File: src/rspc_pkg.sv
// Package: register map, field positions, reset values and timing counts
package rspc_pkg;
    // Register byte addresses
    localparam logic [11:0] ANALOG_POWER_GATING_OFS = 12'h0f80;
    localparam logic [11:0] PORT_MODE_OFS           = 12'h0f84;
    localparam logic [11:0] RECOVERY_SRC_OFS        = 12'h0f88;
    localparam logic [11:0] RESET_STATUS_OFS        = 12'h0f8c;
    // Analog power gating field positions
    localparam int LOW_POWER_AMP_DISABLE_BIT = 7;
    localparam int BROWNOUT_DISABLE_BIT      = 4;
    localparam int TEMP_DISABLE_BIT          = 3;
    localparam int ADC_DISABLE_BIT           = 2;
    localparam int COMP_DISABLE_BIT          = 1;
    // Port mode field positions
    localparam int PD0_RESET_AF_BIT = 7;
    localparam int PORT_AF_LSB      = 0;
    localparam int PORT_OE_LSB      = 3;
    // Reset status field positions
    localparam int CAUSE_POR_BIT   = 7;
    localparam int CAUSE_BO_BIT    = 6;
    localparam int CAUSE_WDT_BIT   = 5;
    localparam int CAUSE_EXT_BIT   = 4;
    localparam int CAUSE_DBG_BIT   = 3;
    localparam int CAUSE_SMR_BIT   = 2;
    localparam int LIVE_LV_BIT     = 1;
    localparam int LIVE_STOP_BIT   = 0;
    // Reset values
    localparam logic [7:0] ANALOG_POWER_GATING_RST = 8'h0080;
    localparam logic [7:0] PORT_MODE_RST           = 8'h0080;
    localparam logic [7:0] RECOVERY_SRC_RST        = 8'h0000;
    localparam logic [7:0] RESET_STATUS_RST        = 8'h0080;
    // Timing: clock period and reset stretch times in ns
    localparam int CLK_PERIOD_NS  = 10;
    localparam int RESET_HOLD_NS  = 1000;
    localparam int XTAL_EXTRA_NS  = 5000;
    localparam int RESET_HOLD_CYC =
        (RESET_HOLD_NS + CLK_PERIOD_NS - 1) / CLK_PERIOD_NS;
    localparam int XTAL_EXTRA_CYC =
        (XTAL_EXTRA_NS + CLK_PERIOD_NS - 1) / CLK_PERIOD_NS;
    // Sequencer states
    typedef enum logic [2:0] {
        ST_RUN   = 3'b001,
        ST_HOLD  = 3'b010,
        ST_COUNT = 3'b100
    } rspc_state_t;
endpackage

File: src/rspc_sync_if.sv
// Interface: raw asynchronous inputs and their synchronised copies
interface rspc_sync_if #(parameter int W = 13);
    logic [W-1:0] raw;     // Straight from the pins
    logic [W-1:0] synced;  // After two flops
    modport sync_side (input raw, output synced);
    modport user_side (output raw, input synced);
endinterface

File: src/rspc_sync.sv
// Two-flop synchroniser bank for asynchronous inputs
module rspc_sync #(
    parameter int W = 13
) (
    // Clock and reset
    input  wire logic       clock_in,
    input  wire logic       arst_n_in,
    // Raw in, synced out
    rspc_sync_if.sync_side  sif
);
    // All state of the bank
    typedef struct packed {
        logic [W-1:0] stage1;  // Metastable catch, read by stage2 only
        logic [W-1:0] stage2;  // Safe copy
    } rspc_sync_regs_t;

    rspc_sync_regs_t r_reg;
    rspc_sync_regs_t r_next;

    ////////////////////////////////////////////////////////////////////
    // Next state: one shift per bit
    always_comb begin
        r_next = r_reg;
        for (int i = 0; i < W; i++) begin
            r_next.stage1[i] = sif.raw[i];
            r_next.stage2[i] = r_reg.stage1[i];
        end
    end

    // State register
    always_ff @(posedge clock_in or negedge arst_n_in) begin
        if (!arst_n_in) begin
            r_reg <= '0;
        end else begin
            r_reg <= r_next;
        end
    end

    assign sif.synced = r_reg.stage2;
endmodule

File: src/rspc_top.sv
// Reset, stop mode recovery and analog power gating controller
// Notes on behaviour
// - Any reset: ports A-C inputs, no alternates
// - Power-up: port D bit zero is reset
// - Watchdog resets outside stop only when option selects reset
// - Reset pin acts only with alternate enabled
// - Debugger control bit 0 forces reset
// - Low supply gives brown-out reset
// - Stop: watchdog or enabled pin edge recovers
// - Recovery runs through the same sequencer
// - Eight-pin parts: low supply raises interrupt
// - Crystal option lengthens the reset
// - Power register reset only by power-on
// - Bit 7 disables amp, resets to one
// - Enabled amp stays powered in stop
// - Bit 3 zero enables temperature sensor
// - Bit 2 zero enables converter
// - Bit 1 zero enables comparator
module rspc_top #(
    parameter int          CNT_W     = 10,
    parameter int          HOLD_CYC  = rspc_pkg::RESET_HOLD_CYC,
    parameter int          XTAL_CYC  = rspc_pkg::XTAL_EXTRA_CYC,
    parameter bit          EIGHT_PIN = 1'b1,
    parameter int          GPIO_W    = 8
) (
    // Clock and power-on reset
    input  wire logic              clock_in,
    input  wire logic              arst_n_in,
    // Register port
    input  wire logic [11:0]       addr_in,
    input  wire logic [7:0]        wdata_in,
    input  wire logic              wr_in,
    input  wire logic              rd_in,
    output logic      [7:0]        rdata_out,
    // Asynchronous sources
    input  wire logic              supply_brownout_in,
    input  wire logic              low_voltage_in,
    input  wire logic              watchdog_timeout_in,
    input  wire logic              reset_pin_n_in,
    input  wire logic [7:0]        debug_controller_control_in,
    input  wire logic [GPIO_W-1:0] gpio_in,
    // Nonvolatile options and core status
    input  wire logic              watchdog_reset_select_option_in,
    input  wire logic              brownout_option_en_in,
    input  wire logic              xtal_option_en_in,
    input  wire logic              stop_mode_in,
    // Reset and recovery outputs
    output logic                   sys_reset_n_out,
    output logic                   smr_active_out,
    output logic                   watchdog_irq_out,
    output logic                   low_voltage_irq_out,
    // Pin defaults
    output logic [2:0]             port_af_en_out,
    output logic [2:0]             port_out_en_out,
    output logic                   port_d_bit_zero_reset_af_out,
    // Analog power enables
    output logic                   amp_power_on_out,
    output logic                   brownout_det_en_out,
    output logic                   temp_sensor_en_out,
    output logic                   adc_en_out,
    output logic                   comp_en_out
);
    localparam int SYNC_W = 5 + GPIO_W;  // Synchronised bit count

    // All state of the controller
    typedef struct packed {
        rspc_pkg::rspc_state_t state;  // Sequencer
        logic [CNT_W-1:0]  cnt;        // Stretch counter
        logic [7:0]        analog;     // Analog power gating
        logic [7:0]        port_mode;  // Pin mode control
        logic [GPIO_W-1:0] smr_en;     // Recovery pin enables
        logic [7:0]        status;     // Latched reset cause
        logic              wdt_prev;   // Watchdog edge memory
        logic [GPIO_W-1:0] gpio_prev;  // Pin edge memory
        logic [7:0]        rdata;      // Read data
        logic              wdt_irq;    // Watchdog interrupt pulse
        logic              lv_irq;     // Low voltage request
    } rspc_regs_t;

    rspc_regs_t r_reg;
    rspc_regs_t r_next;

    ////////////////////////////////////////////////////////////////////
    // Input synchronisers
    rspc_sync_if #(.W(SYNC_W)) sif ();

    assign sif.raw = {gpio_in, low_voltage_in,
                      debug_controller_control_in[0], ~reset_pin_n_in,
                      watchdog_timeout_in, supply_brownout_in};

    rspc_sync #(.W(SYNC_W)) u_sync (
        .clock_in  (clock_in),
        .arst_n_in (arst_n_in),
        .sif       (sif)
    );

    // Synchronised views
    logic              bo_s;        // Supply below safe level
    logic              wdt_s;       // Watchdog time-out level
    logic              ext_s;       // Reset pin asserted
    logic              dbg_s;       // Debugger reset bit
    logic              lv_s;        // Supply below user level
    logic [GPIO_W-1:0] gpio_s;      // Port pins

    assign bo_s   = sif.synced[0];
    assign wdt_s  = sif.synced[1];
    assign ext_s  = sif.synced[2];
    assign dbg_s  = sif.synced[3];
    assign lv_s   = sif.synced[4];
    assign gpio_s = sif.synced[SYNC_W-1:5];

    ////////////////////////////////////////////////////////////////////
    // Source qualification
    logic             bo_det_en;   // Detector armed
    logic             bo_hold;     // Brown-out request
    logic             ext_hold;    // Pin request
    logic             any_hold;    // Level sources
    logic             wdt_edge;    // New time-out
    logic             wdt_reset;   // Time-out chosen as reset
    logic             smr_start;   // Stop recovery event
    logic [CNT_W-1:0] target;      // Stretch length

    // Detector needs both register and option enable
    assign bo_det_en = !r_reg.analog[rspc_pkg::BROWNOUT_DISABLE_BIT]
                       && brownout_option_en_in;
    assign bo_hold   = bo_det_en && bo_s;
    // Pin counts only with its reset alternate enabled
    assign ext_hold  = ext_s &&
        r_reg.port_mode[rspc_pkg::PD0_RESET_AF_BIT];
    assign any_hold  = bo_hold || ext_hold || dbg_s;
    assign wdt_edge  = wdt_s && !r_reg.wdt_prev;
    assign wdt_reset = wdt_edge && !stop_mode_in &&
                       watchdog_reset_select_option_in;
    // Stop recovery: watchdog or an enabled pin transition
    assign smr_start = stop_mode_in && (wdt_edge ||
        |((gpio_s ^ r_reg.gpio_prev) & r_reg.smr_en));
    // Crystal option adds start-up time
    assign target = xtal_option_en_in
        ? CNT_W'(HOLD_CYC + XTAL_CYC - 1)
        : CNT_W'(HOLD_CYC - 1);

    ////////////////////////////////////////////////////////////////////
    // Next-state logic
    always_comb begin
        r_next           = r_reg;
        r_next.wdt_prev  = wdt_s;
        r_next.gpio_prev = gpio_s;
        r_next.rdata     = 8'h0000;
        // Interrupt response when reset not selected
        r_next.wdt_irq   = wdt_edge && !stop_mode_in &&
                           !watchdog_reset_select_option_in;
        r_next.lv_irq    = EIGHT_PIN && lv_s;

        // Register writes
        if (wr_in) begin
            unique case (addr_in)
                rspc_pkg::ANALOG_POWER_GATING_OFS: begin
                    // Reserved bits kept as written
                    r_next.analog = wdata_in;
                end
                rspc_pkg::PORT_MODE_OFS: begin
                    r_next.port_mode = wdata_in;
                end
                rspc_pkg::RECOVERY_SRC_OFS: begin
                    r_next.smr_en = wdata_in[GPIO_W-1:0];
                end
                default: begin
                    // Status and unmapped: ignored
                end
            endcase
        end

        // Register reads, data next cycle
        if (rd_in) begin
            unique case (addr_in)
                rspc_pkg::ANALOG_POWER_GATING_OFS: begin
                    r_next.rdata = r_reg.analog;
                end
                rspc_pkg::PORT_MODE_OFS: begin
                    r_next.rdata = r_reg.port_mode;
                end
                rspc_pkg::RECOVERY_SRC_OFS: begin
                    r_next.rdata = 8'(r_reg.smr_en);
                end
                rspc_pkg::RESET_STATUS_OFS: begin
                    r_next.rdata = r_reg.status;
                    r_next.rdata[rspc_pkg::LIVE_LV_BIT]   = lv_s;
                    r_next.rdata[rspc_pkg::LIVE_STOP_BIT] = stop_mode_in;
                end
                default: begin
                    // Unmapped reads as zero
                end
            endcase
        end

        // Reset sequencer
        unique case (r_reg.state)
            rspc_pkg::ST_RUN: begin
                if (any_hold) begin
                    // Level sources hold reset while present
                    r_next.state  = rspc_pkg::ST_HOLD;
                    r_next.status = 8'h0000;
                    r_next.status[rspc_pkg::CAUSE_BO_BIT]  = bo_hold;
                    r_next.status[rspc_pkg::CAUSE_EXT_BIT] = ext_hold;
                    r_next.status[rspc_pkg::CAUSE_DBG_BIT] = dbg_s;
                end else if (wdt_reset || smr_start) begin
                    // Pulse sources go straight to stretch
                    r_next.state  = rspc_pkg::ST_COUNT;
                    r_next.cnt    = '0;
                    r_next.status = 8'h0000;
                    r_next.status[rspc_pkg::CAUSE_WDT_BIT] = wdt_edge;
                    r_next.status[rspc_pkg::CAUSE_SMR_BIT] = smr_start;
                end
            end
            rspc_pkg::ST_HOLD: begin
                // Wait for every level source to drop
                if (!any_hold) begin
                    r_next.state = rspc_pkg::ST_COUNT;
                    r_next.cnt   = '0;
                end
            end
            rspc_pkg::ST_COUNT: begin
                if (any_hold) begin
                    // Source came back: restart
                    r_next.state = rspc_pkg::ST_HOLD;
                end else if (r_reg.cnt >= target) begin
                    r_next.state = rspc_pkg::ST_RUN;
                end else begin
                    r_next.cnt = r_reg.cnt + CNT_W'(1);
                end
            end
        endcase

        // Any reset: ports A-C inputs, alternates off; port D bit zero reset alternate kept
        if (r_next.state != rspc_pkg::ST_RUN) begin
            r_next.port_mode[rspc_pkg::PORT_OE_LSB +: 3] = 3'h0;
            r_next.port_mode[rspc_pkg::PORT_AF_LSB +: 3] = 3'h0;
            if (!r_next.status[rspc_pkg::CAUSE_SMR_BIT]) begin
                r_next.smr_en = '0;
            end
        end
    end

    ////////////////////////////////////////////////////////////////////
    // State register; power-on is the only analog reset
    always_ff @(posedge clock_in or negedge arst_n_in) begin
        if (!arst_n_in) begin
            r_reg.state     <= rspc_pkg::ST_COUNT;
            r_reg.cnt       <= '0;
            r_reg.analog    <= rspc_pkg::ANALOG_POWER_GATING_RST;
            r_reg.port_mode <= rspc_pkg::PORT_MODE_RST;
            r_reg.smr_en    <= '0;
            r_reg.status    <= rspc_pkg::RESET_STATUS_RST;
            r_reg.wdt_prev  <= 1'b0;
            r_reg.gpio_prev <= '0;
            r_reg.rdata     <= 8'h0000;
            r_reg.wdt_irq   <= 1'b0;
            r_reg.lv_irq    <= 1'b0;
        end else begin
            r_reg <= r_next;
        end
    end

    ////////////////////////////////////////////////////////////////////
    // Outputs
    assign rdata_out           = r_reg.rdata;
    assign sys_reset_n_out     = (r_reg.state == rspc_pkg::ST_RUN);
    assign smr_active_out      = !sys_reset_n_out &&
                                 r_reg.status[rspc_pkg::CAUSE_SMR_BIT];
    assign watchdog_irq_out    = r_reg.wdt_irq;
    assign low_voltage_irq_out = r_reg.lv_irq;
    assign port_af_en_out      = r_reg.port_mode[rspc_pkg::PORT_AF_LSB +: 3];
    assign port_out_en_out     = r_reg.port_mode[rspc_pkg::PORT_OE_LSB +: 3];
    assign port_d_bit_zero_reset_af_out =
        r_reg.port_mode[rspc_pkg::PD0_RESET_AF_BIT];
    // Amp not gated by stop mode
    assign amp_power_on_out =
        !r_reg.analog[rspc_pkg::LOW_POWER_AMP_DISABLE_BIT];
    assign brownout_det_en_out = bo_det_en;
    assign temp_sensor_en_out  =
        !r_reg.analog[rspc_pkg::TEMP_DISABLE_BIT];
    assign adc_en_out  = !r_reg.analog[rspc_pkg::ADC_DISABLE_BIT];
    assign comp_en_out = !r_reg.analog[rspc_pkg::COMP_DISABLE_BIT];
endmodule

File: config.mk
export PLATFORM = sky130hd
export DESIGN_NAME = rspc_top
export DESIGN_NICKNAME = d
export VERILOG_FILES = /design/src/rspc_pkg.sv /design/src/rspc_sync_if.sv /design/src/rspc_sync.sv /design/src/rspc_top.sv
export SDC_FILE = /design/constraint.sdc
export NUM_CORES = 1
export LEC_CHECK = 0
export ABC_AREA = 1
export BUFFER_PORTS_ARGS = -buffer_cell sky130_fd_sc_hd__buf_4
export CAP_MARGIN = 20
export CORE_ASPECT_RATIO = 1.5
export CORE_MARGIN = 2
export CORE_UTILIZATION = 38
export CTS_CLUSTER_SIZE = 8
export DETAILED_ROUTE_END_ITERATION = 16
export PLACE_DENSITY = 0.62
export REMOVE_ABC_BUFFERS = 1
export SYNTH_ARGS = -nofsm -noshare
export SYNTH_HDL_FRONTEND = slang
export SYNTH_HIERARCHICAL = 1
export SYNTH_SLANG_ARGS = --single-unit
export TNS_END_PERCENT = 5
File: constraint.sdc
create_clock -name clock_in -period 2.8 [get_ports clock_in]
set_input_delay 0.28 -clock clock_in [delete_from_list [all_inputs] [get_ports clock_in]]
set_output_delay 0.28 -clock clock_in [all_outputs]
set_load 0.01 [all_outputs]
==> run metrics <==
most frequent CP cell inv_1; Die X 87.81 um; Syn Inst Count 454; Core Region 10,190 um^2; Leakage between 2 and 2.5 nW; vias in the first global route 3,066; post-synth cell types 34; Post-CTS Setup Inserts 0; CP arrival ~2400 ps; 1st-iter DRT viols 202; Worst setup EP type register; sequential share of the synthesized area 0.5512; clock buffer depth 2; fmax 456.2 MHz; Critical Path Start r_reg[63]; CTS tree yes; Critical Path RT between 3000 and 4000 ps; Final Setup Violations 0; fin. max-slew vios 0; pre-CTS setup slack 109.1 ps; Hold Fails Final Rpt 8; WL final around 8700 um; top post-synthesis cells by count nand2_1, dfrtp_1, inv_1, nor2_1, o21ai_0; skew final 8.705 ps; Synth area leaders dfrtp_1, nand2_1, inv_1; most common cell in the netlist nand2_1; Avg Cell Area, Syn 8.819 um^2; GPL Wtd Cong 0.8261; Clock Latency Late Sink 340 ps; Worst-Margin Slew ~700 ps; Post-Syn Area between 4000 and 5000 um^2; # resized after CTS 0; Worst Setup EP r_reg[27]; Yosys Warn Count 6; r2r setup slk roughly 610 ps; Max-Cap Viols 0; fin crit period 2192 ps; run status finished, violations left; crit path kind register to register; failing checks hold timing; Setup TNS 0 ps; reg2reg start r_reg[63]; #FFs+latches synth 88; cell row count 45; worst path cell trace inv_1 -> nor3_2 -> inv_2 -> nand2_2 -> inv_1 -> o21ai_0 -> inv_1 -> a21oi_4 -> nand3_4 -> nand2_1 -> nand2_1; slowest cell on the critical path dfstp_2; CTS H-tree depth 3; Clk pin slew, worst setup/hold paths 60 ps; total grt overflow 0; DR WL/cell 13.15 um; DIE AREA 11,390 um^2; Final Cycle Share 0.7828; Avg Vias per Cell between 4 and 5; initial antenna violation count 0; maximum resistive drop on vdd 329.0 uV; area of the multi-input gates 1383 um^2; cell taking the most area after synthesis dfrtp_1; synthesis-to-layout area growth 21.12%; worst-path fanout max 14; drt drc 0; Slew HR 0.5301; I/O pins 72; die span in y 129.7 um; critical path's largest stage delay 520 ps; # fillers 964; Main synth FF type dfrtp_1; GRT Total Usage 0.1651; Starting Density 0.3929; R2R depth 11; total clock buffers created by CTS 9; post-route setup slack 608.0 ps; first-pass GRT wire length 14,410 um; register area ~2200 um^2; clk sink count just under 90; Post-synth EDFFs 0; Setup crit start kind register; # hold bufs at CTS 0; CTS Root Cell clkbuf_16; share of the synthesized area in the top cell type 0.5250; RSZ-0062 raised after global routing no; max FFs per register 45; largest net degree at the start of global routing 56; layout cells sized above 1 0.1850; DRT Pass-1 Iters 4; Port-buffer cells between 60 and 70; NumNets Final 567; post-route ant nets 0; # diodes 0; ys async rst share 1.000; via count 3,145; reg2reg end r_reg[27]; P per Cell Area 587.7 nW/um^2; Detail Placement HPWL 6438 um; Min-Delay Path Class primary input to asynchronous set/reset pin; worst hold margin -7.669 ps
[how the worst min path moves through the flow]
stage / to / depth (start not counted) / from
6_report: r_reg[52] / 1 / arst_n_in
5_1_grt: u_sync/r_next[7] / 1 / gpio_in[2]
4_1_cts: r_reg[52] / 1 / arst_n_in
3_5_place_dp: u_sync/sif.synced[6] / 0 / u_sync/r_next[6]
3_3_place_gp: u_sync/sif.synced[4] / 0 / u_sync/r_next[4]
2_1_floorplan: low_voltage_irq_out / 0 / arst_n_in
[where the power goes]
group	total (mW)	internal, mW	switching [mW]
registers	1.35	1.33	0.0276
logic	0.395	0.140	0.255
clock network	1.10	0.627	0.475
[worst max-delay path, delay by kind of cell, from the launching register on]
| kind | cells | cell delay, ps |
|---|---|---|
| AND/OR/NAND/NOR | 5 | 900 |
| buffers and inverters | 4 | 410 |
| AO/OA/AOI/OAI | 2 | 250 |
| flip-flops | 1 | 520 |
[cell families after synthesis]
kind of cell / count (synthesis) / synth area share
AND/OR/NAND/NOR: 187 / 0.2031
adder cells (fa/ha/maj): 5 / 0.01563
XOR/XNOR: 8 / 0.01750
flip-flops: 88 / 0.5513
buffers and inverters: 94 / 0.1034
AO/OA/AOI/OAI: 72 / 0.1091
[cells in the final DEF, fill, tap and decap left out, drive strengths merged, types with 2 or more instances in the layout]
cell type,count
o21ai,41
nor3,6
o22ai,7
clkbuf,12
nand3,26
inv,73
a21oi,7
dfrtp,84
ha,5
clkinv,3
a21boi,8
buf,69
dfstp,4
nor2,44
clkinvlp,2
xor2,8
nand2,93
nand4,14
or2,2
a221oi,7
[layer usage]
layer  vias to the layer above  part of all wire  global-route usage
met5                         -                 0                   0
met4                         0             0.035             0.08869
met3                        19             0.046             0.02910
met2                        85              0.50              0.2647
met1                      1473              0.42              0.2115
li1                       1568                 -                   -
[stage by stage]
step | hold slack [ps] | cells | total power [mW] | area, um^2 | utilization
4_1_cts | 19.30 | 659 | 2.879 | 4842 | 0.4751
5_1_grt | 30.09 | 660 | 2.997 | 4850 | 0.4759
2_1_floorplan | -15.59 | 434 | 1.591 | 3867 | -
6_report | -7.669 | 660 | 2.850 | 4850 | 0.4759
3_5_place_dp | 336.2 | 643 | 1.765 | 4567 | 0.4481
3_3_place_gp | 332.0 | 643 | 1.747 | 4567 | 0.4481
[area by class of cell]
type / count / area share
Timing Repair Buffer: 69 / 0.1094
Tap cell: 141 / 0.03638
Inverter: 74 / 0.05728
Clock inverter: 4 / 0.005934
Multi-Input combinational cell: 272 / 0.2851
Sequential cell: 88 / 0.4551
Clock buffer: 12 / 0.05083
Power figures use the tool's default switching activity.
